<file path="config.mk">
export PLATFORM = sky130hd
export DESIGN_NAME = dbgig_gate
export DESIGN_NICKNAME = d
export VERILOG_FILES = /design/src/verilog/dbgig_level.v /design/src/verilog/dbgig_gate.v
export VERILOG_INCLUDE_DIRS = /design/src /design/src/include
export SDC_FILE = /design/constraint.sdc
export NUM_CORES = 1
export LEC_CHECK = 0
export ABC_AREA = 1
export BUFFER_PORTS_ARGS = -buffer_cell sky130_fd_sc_hd__buf_2
export CAP_MARGIN = 5
export CORE_MARGIN = 8
export CORE_UTILIZATION = 25
export DETAILED_ROUTE_END_ITERATION = 10
export SLEW_MARGIN = 25
export SYNTH_ARGS = -nofsm -noshare
export SYNTH_HDL_FRONTEND = slang
export SYNTH_SLANG_ARGS = --single-unit
export TNS_END_PERCENT = 100
</file>
<file path="constraint.sdc">
create_clock -name MCLK -period 1.8 [get_ports MCLK]
set_clock_uncertainty 0.2 [all_clocks]
set_input_delay 0.09 -clock MCLK [delete_from_list [all_inputs] [get_ports MCLK]]
set_output_delay 0.09 -clock MCLK [all_outputs]
set_load 0.1 [all_outputs]
</file>
<file path="src/include/dbgig_map.vh">
`ifndef DBGIG_MAP_VH
`define DBGIG_MAP_VH
`define DBGIG_WIDTH 16
`define DBGIG_MASK_RESET 16'h0000
`define DBGIG_BIT_RTOS 15
`define DBGIG_BIT_DATALOG 14
`define DBGIG_BIT_LEVEL14 13
`define DBGIG_BIT_LEVEL1 0
`endif

</file>
<file path="src/verilog/dbgig_level.v">
`timescale 1ns/1ps
// one interrupt level: pending latch and acceptance qualification
module dbgig_level (
  input wire clk,
  input wire reset,
  input wire request,
  input wire cpu_enable,
  input wire debug_enable,
  input wire halted_rt,
  input wire global_ok,
  input wire taken,
  output reg pending,
  output wire eligible
);

  // when halted only time-critical levels count; when running the debug mask is ignored
  assign eligible = pending & cpu_enable & (~halted_rt | debug_enable);

  // a request arriving in the acceptance cycle wins over the clear
  always @(posedge clk) begin
    if (reset) begin
      pending <= 1'b0;
    end else if (request) begin
      pending <= 1'b1;
    end else if (taken) begin
      pending <= 1'b0;
    end
  end

  wire unused_ok;
  assign unused_ok = global_ok;

endmodule // dbgig_level

</file>
<file path="src/verilog/dbgig_gate.v">
`timescale 1ns/1ps
`include "dbgig_map.vh"
// Function
// debug mask used only when halted real-time
// set mask bits mark time-critical levels
// halted: service needs debug and cpu enable
// running: standard handling, debug mask ignored
// mask readable and writable, one enables
// software uses push to read, pop to write
// reset clears all sixteen mask bits
// bit 15 gates the rtos interrupt
// bit 14 gates the data logging interrupt
// bits 13..0 gate levels 14..1
// serviced or non-trap software interrupt clears enable
// unserviced requests stay pending until eligible
module dbgig_gate #(
  parameter WIDTH = `DBGIG_WIDTH
) (
  input wire MCLK,
  input wire RESET,
  input wire HALTED_RT,
  input wire GLOBAL_OK,
  input wire [WIDTH-1:0] INT_REQUEST,
  input wire POP_DEBUG_MASK,
  input wire [WIDTH-1:0] POP_DATA,
  input wire PUSH_DEBUG_MASK,
  input wire CPU_MASK_WRITE,
  input wire [WIDTH-1:0] CPU_MASK_DATA,
  input wire SOFT_INT,
  input wire SOFT_INT_TRAP,
  input wire [3:0] SOFT_INT_INDEX,
  output reg [WIDTH-1:0] DEBUG_INTERRUPT_MASK,
  output reg [WIDTH-1:0] CPU_INTERRUPT_MASK,
  output reg [WIDTH-1:0] PUSH_DATA,
  output reg PUSH_VALID,
  output reg [WIDTH-1:0] PENDING,
  output reg TAKE_VALID,
  output reg [3:0] TAKE_INDEX,
  output reg [WIDTH-1:0] TIME_CRITICAL
);

  ////////////////////////////////////////////////////////////////
  wire [WIDTH-1:0] pending_bits;
  wire [WIDTH-1:0] eligible;
  reg [WIDTH-1:0] taken_onehot;
  reg any_take;
  reg [3:0] take_idx;
  reg [WIDTH-1:0] soft_clear;
  integer i;

  genvar g;
  generate
    for (g = 0; g < WIDTH; g = g + 1) begin : lvl
      dbgig_level u_level (
        .clk(MCLK),
        .reset(RESET),
        .request(INT_REQUEST[g]),
        .cpu_enable(CPU_INTERRUPT_MASK[g]),
        .debug_enable(DEBUG_INTERRUPT_MASK[g]),
        .halted_rt(HALTED_RT),
        .global_ok(GLOBAL_OK),
        .taken(taken_onehot[g]),
        .pending(pending_bits[g]),
        .eligible(eligible[g])
      );
    end
  endgenerate

  ////////////////////////////////////////////////////////////////
  // lowest index wins, matching level 1 as highest priority
  always @* begin
    taken_onehot = {WIDTH{1'b0}};
    any_take = 1'b0;
    take_idx = 4'h0;
    for (i = WIDTH - 1; i >= 0; i = i - 1) begin
      if (eligible[i] && GLOBAL_OK) begin
        any_take = 1'b1;
        take_idx = i[3:0];
      end
    end
    if (any_take) begin
      taken_onehot[take_idx] = 1'b1;
    end
  end

  always @* begin
    soft_clear = {WIDTH{1'b0}};
    if (SOFT_INT && !SOFT_INT_TRAP) begin
      soft_clear[SOFT_INT_INDEX] = 1'b1;
    end
  end

  ////////////////////////////////////////////////////////////////
  always @(posedge MCLK) begin
    if (RESET) begin
      DEBUG_INTERRUPT_MASK <= `DBGIG_MASK_RESET;
      CPU_INTERRUPT_MASK <= `DBGIG_MASK_RESET;
      PUSH_DATA <= {WIDTH{1'b0}};
      PUSH_VALID <= 1'b0;
      PENDING <= {WIDTH{1'b0}};
      TAKE_VALID <= 1'b0;
      TAKE_INDEX <= 4'h0;
      TIME_CRITICAL <= {WIDTH{1'b0}};
    end else begin
      // pop writes the mask; one enables a level, zero disables it
      if (POP_DEBUG_MASK) begin
        DEBUG_INTERRUPT_MASK <= POP_DATA;
      end
      // acceptance clear applies after any same-cycle software write
      if (CPU_MASK_WRITE) begin
        CPU_INTERRUPT_MASK <= CPU_MASK_DATA & ~taken_onehot & ~soft_clear;
      end else begin
        CPU_INTERRUPT_MASK <= CPU_INTERRUPT_MASK & ~taken_onehot & ~soft_clear;
      end
      PUSH_VALID <= PUSH_DEBUG_MASK;
      if (PUSH_DEBUG_MASK) begin
        PUSH_DATA <= DEBUG_INTERRUPT_MASK;
      end
      PENDING <= pending_bits;
      TAKE_VALID <= any_take;
      TAKE_INDEX <= take_idx;
      TIME_CRITICAL <= HALTED_RT ? DEBUG_INTERRUPT_MASK : {WIDTH{1'b0}};
    end
  end

endmodule // dbgig_gate

</file>
==> out/qor.yml <==
sta:
  fmaxAchievable_mhz: 479
  setup_violations: 33
  fin_setup_tns_ns: -6.61
  whs_ns: 0.0530
  worstMarginPinSlew_ns: 0.541
  setup_ws_ns: -0.289
  finalHoldViolCount: 0
  relSlewSlack_pct: 63.9
  grt_setup_unrepaired: "yes"
  slew_viol_final: 0
  fin_crit_sh_pct: 116
  period_minus_slack_ns: 2.09
synthesis:
  ys_top_cells_by_count: "102 x dfxtp_1, 89 x nand2_1, 67 x inv_1"
  yosys.area.top_type_share_pct: 48.2
  yosysWarningCount: 0
  synth_edf_count: 0
  synthCells: 544
  ys_async_sr_fraction_pct: 0
  synth_top_cells_by_area: "dfxtp_1 48%, nand2_1 7.9%, inv_1 5.9%"
  yosysUniqueCellTypes: 31
  syn_area_um2: 4240
  synthFlopType: "dfxtp_1"
  yosysSeqAreaShare_pct: 48.2
  yosysMostFrequentCell: "dfxtp_1"
  syn-num-nets: 605
  synth-seq-cells: 102
  synth_top_area_cell: "dfxtp_1"
  syn_avg_cell_area_um2: 7.79
critical_path:
  timing.rr.start: "DEBUG_INTERRUPT_MASK[8]$_SDFFE_PP0P_"
  crit_end: "lvl[7].u_level.pending$_SDFFE_PP0P_"
  critPathLaunchType: "flop"
  crit_start: "DEBUG_INTERRUPT_MASK[8]$_SDFFE_PP0P_"
  r2r_cells: 12
  required_ns: 1.86
  crit_type: "reg -> reg"
  r2r-end: "lvl[7].u_level.pending$_SDFFE_PP0P_"
  worst_ep_arrival_time_ns: 2.15
  critPathMaxFanout: 5
  r2r_slack_ns: -0.29
  crit_path_end_kind: "flop"
cells_and_area:
  diodes: 0
  fin_cells: 1003
  syn_to_final_growth_pct: 57.4
  drive_above_1_share_pct: 40.6
  nets: 839
place:
  routabilityCongestion: 0.843
  numPortBuffers: 146
  place.detailed.hpwl_um: 11500
  place_inst: 919
cts:
  clk_path_buf_depth: 2
  numCtsBuffers: 9
  clk_pin_slew_ns: 0.08
  clkSinkCount: 102
  clk_latency_ns: 0.36
  htreeDepth: 3
  cts_root_buf: "clkbuf_16"
  cts_tree: "yes"
die:
  coreArea_um2: 16600
  dieArea_um2: 21400
  start_util_pct: 25.5
  fp-row-count: 47
  io_pins: 147
  die_h_um: 146
  die_w_um: 146
worst_hold_path:
  hold_depth: 3
  hp-class: "in -> reg"
routing:
  drc: 0
  post_drt_wl_per_cell_um: 15.2
  num_vias: 4292
  antenna_left: 0
  routed_via_density: 4.28
  finalWirelength_um: 15200
  drtPass1Iterations: 4
  drtIter0Drc: 311
outcome:
  violations: "negative setup slack"
  outcome: "complete, but fails checks"
power:
  internal_power_uw: 4270
  seq_power_share_pct: 37.7
  p_switching_uw: 2330
  swShare_pct: 35.2
  p_per_area_nw_per_um2: 990
  power_frac_comb_pct: 28.1
  ir_drop_mv: 0.771
  clkPwrFrac_pct: 34.2
  cellLeakagePower_uw: 0.00330
global_route:
  grt_max_degree: 36
  grt_use_total_pct: 14.2
  grt_pass1_vias: 4499
  gr-total-overflow: 0
  grt_antenna_before_repair: 0
  grt_pass1_wl_um: 24000
run:
  maxCapViolCount: 0
## worst min-delay path by stage
stage / startpoint / to / slack (ns)
finish: CPU_MASK_WRITE / CPU_INTERRUPT_MASK[0]$_SDFF_PP0_ / 0.05
global route: RESET / lvl[3].u_level.pending$_SDFFE_PP0P_ / 0.08
floorplan: INT_REQUEST[14] / lvl[14].u_level.pending$_SDFFE_PP0P_ / 0.0001
CTS: RESET / lvl[2].u_level.pending$_SDFFE_PP0P_ / 0.04
global placement: INT_REQUEST[11] / lvl[11].u_level.pending$_SDFFE_PP0P_ / 0.09
detailed placement: INT_REQUEST[9] / lvl[9].u_level.pending$_SDFFE_PP0P_ / 0.09
## per-stage QoR
stage / utilization [%] / setup slack [ns] / total power [uW] / area [um^2]
floorplan: - / -0.0435 / 3790 / 4240
global placement: 32.5 / -0.364 / 4160 / 5380
detailed placement: 32.5 / -0.371 / 4170 / 5380
CTS: 39.1 / -0.216 / 6620 / 6490
global route: 40.2 / -0.417 / 6880 / 6670
finish: 40.2 / -0.289 / 6600 / 6670
## final cells by class
type                       count  area (um^2)
fill                        1705         9920
clock buffer                   9          225
clock inverter                 7          123
tap                          220          275
inverter                      74          294
sequential                   102         2060
multi-input combinational    316         1810
timing repair inverter         1         6.26
timing repair buffer         274         1870
## logic make-up after synthesis
kind of cell / after synthesis / share of synthesized area [%]
AOI/OAI and AO/OA: 89 / 11.1
and+or+nand+nor: 213 / 23.1
DFF: 102 / 48.2
muxes: 12 / 2.84
buffers and inverters: 128 / 14.8
## cells in the final DEF, fill, tap and decap left out, types with 4 or more instances in the layout
cell,n
nand2_2,11
buf_6,6
mux2i_1,12
nor2_2,6
dlygate4sd3_1,51
nor2_1,55
a21oi_2,6
dfxtp_1,92
inv_2,11
a21oi_1,37
nand3_1,9
nor2_4,8
nand3_2,4
nand2_1,81
nor3_1,11
and3_4,4
buf_2,146
inv_1,61
nand4_1,9
dfxtp_2,9
clkbuf_16,9
buf_4,68
o21ai_0,35
## worst max-delay path, stage by stage, from the launching register on
cell and delay [ns]:
dfxtp_2 0.33, inv_2 0.07, a21oi_2 0.06, and3_4 0.19, a31oi_4 0.18, nand2_2 0.10, inv_2 0.07, a21oi_2 0.05
or2_4 0.28, nor2_4 0.19, nand4_1 0.16, nand2_1 0.09, nand2_1 0.04
## metal layers
layer / wire [um] / global-route usage (%) / up-vias
li1: - / - / 2175
met1: 6960 / 18.0 / 1938
met2: 6980 / 22.8 / 162
met4: 186 / 4.22 / 0
met5: 0 / 0 / -
met3: 1100 / 4.17 / 17
## repair_timing
action,CTS,global route
cloned,3,0
buffers inserted,9,6
endpoints found under the setup margin,33,35
pin swaps,16,16
hold endpoints to repair,49,0
hold buffers,51,0
resized for setup,40,34
## power by group through the flow
stage	Sequential, uW	Clock [uW]	Combinational, uW
finish	2490	2260	1860
detailed placement	2530	0	1640
CTS	2490	2330	1810
floorplan	3020	0	770
global route	2500	2410	1970
global placement	2530	0	1630
## flip-flops by register name, summed over array words and instances, names as in the netlist
| name | count |
|---|---|
| CPU_INTERRUPT_MASK | 16 |
| DEBUG_INTERRUPT_MASK | 16 |
| PENDING | 16 |
| PUSH_DATA | 16 |
| TIME_CRITICAL | 16 |
| lvl.u_level.pending | 16 |
| TAKE_INDEX | 4 |
| PUSH_VALID | 1 |
| TAKE_VALID | 1 |
Note: power is estimated with default switching activity, not from simulation.
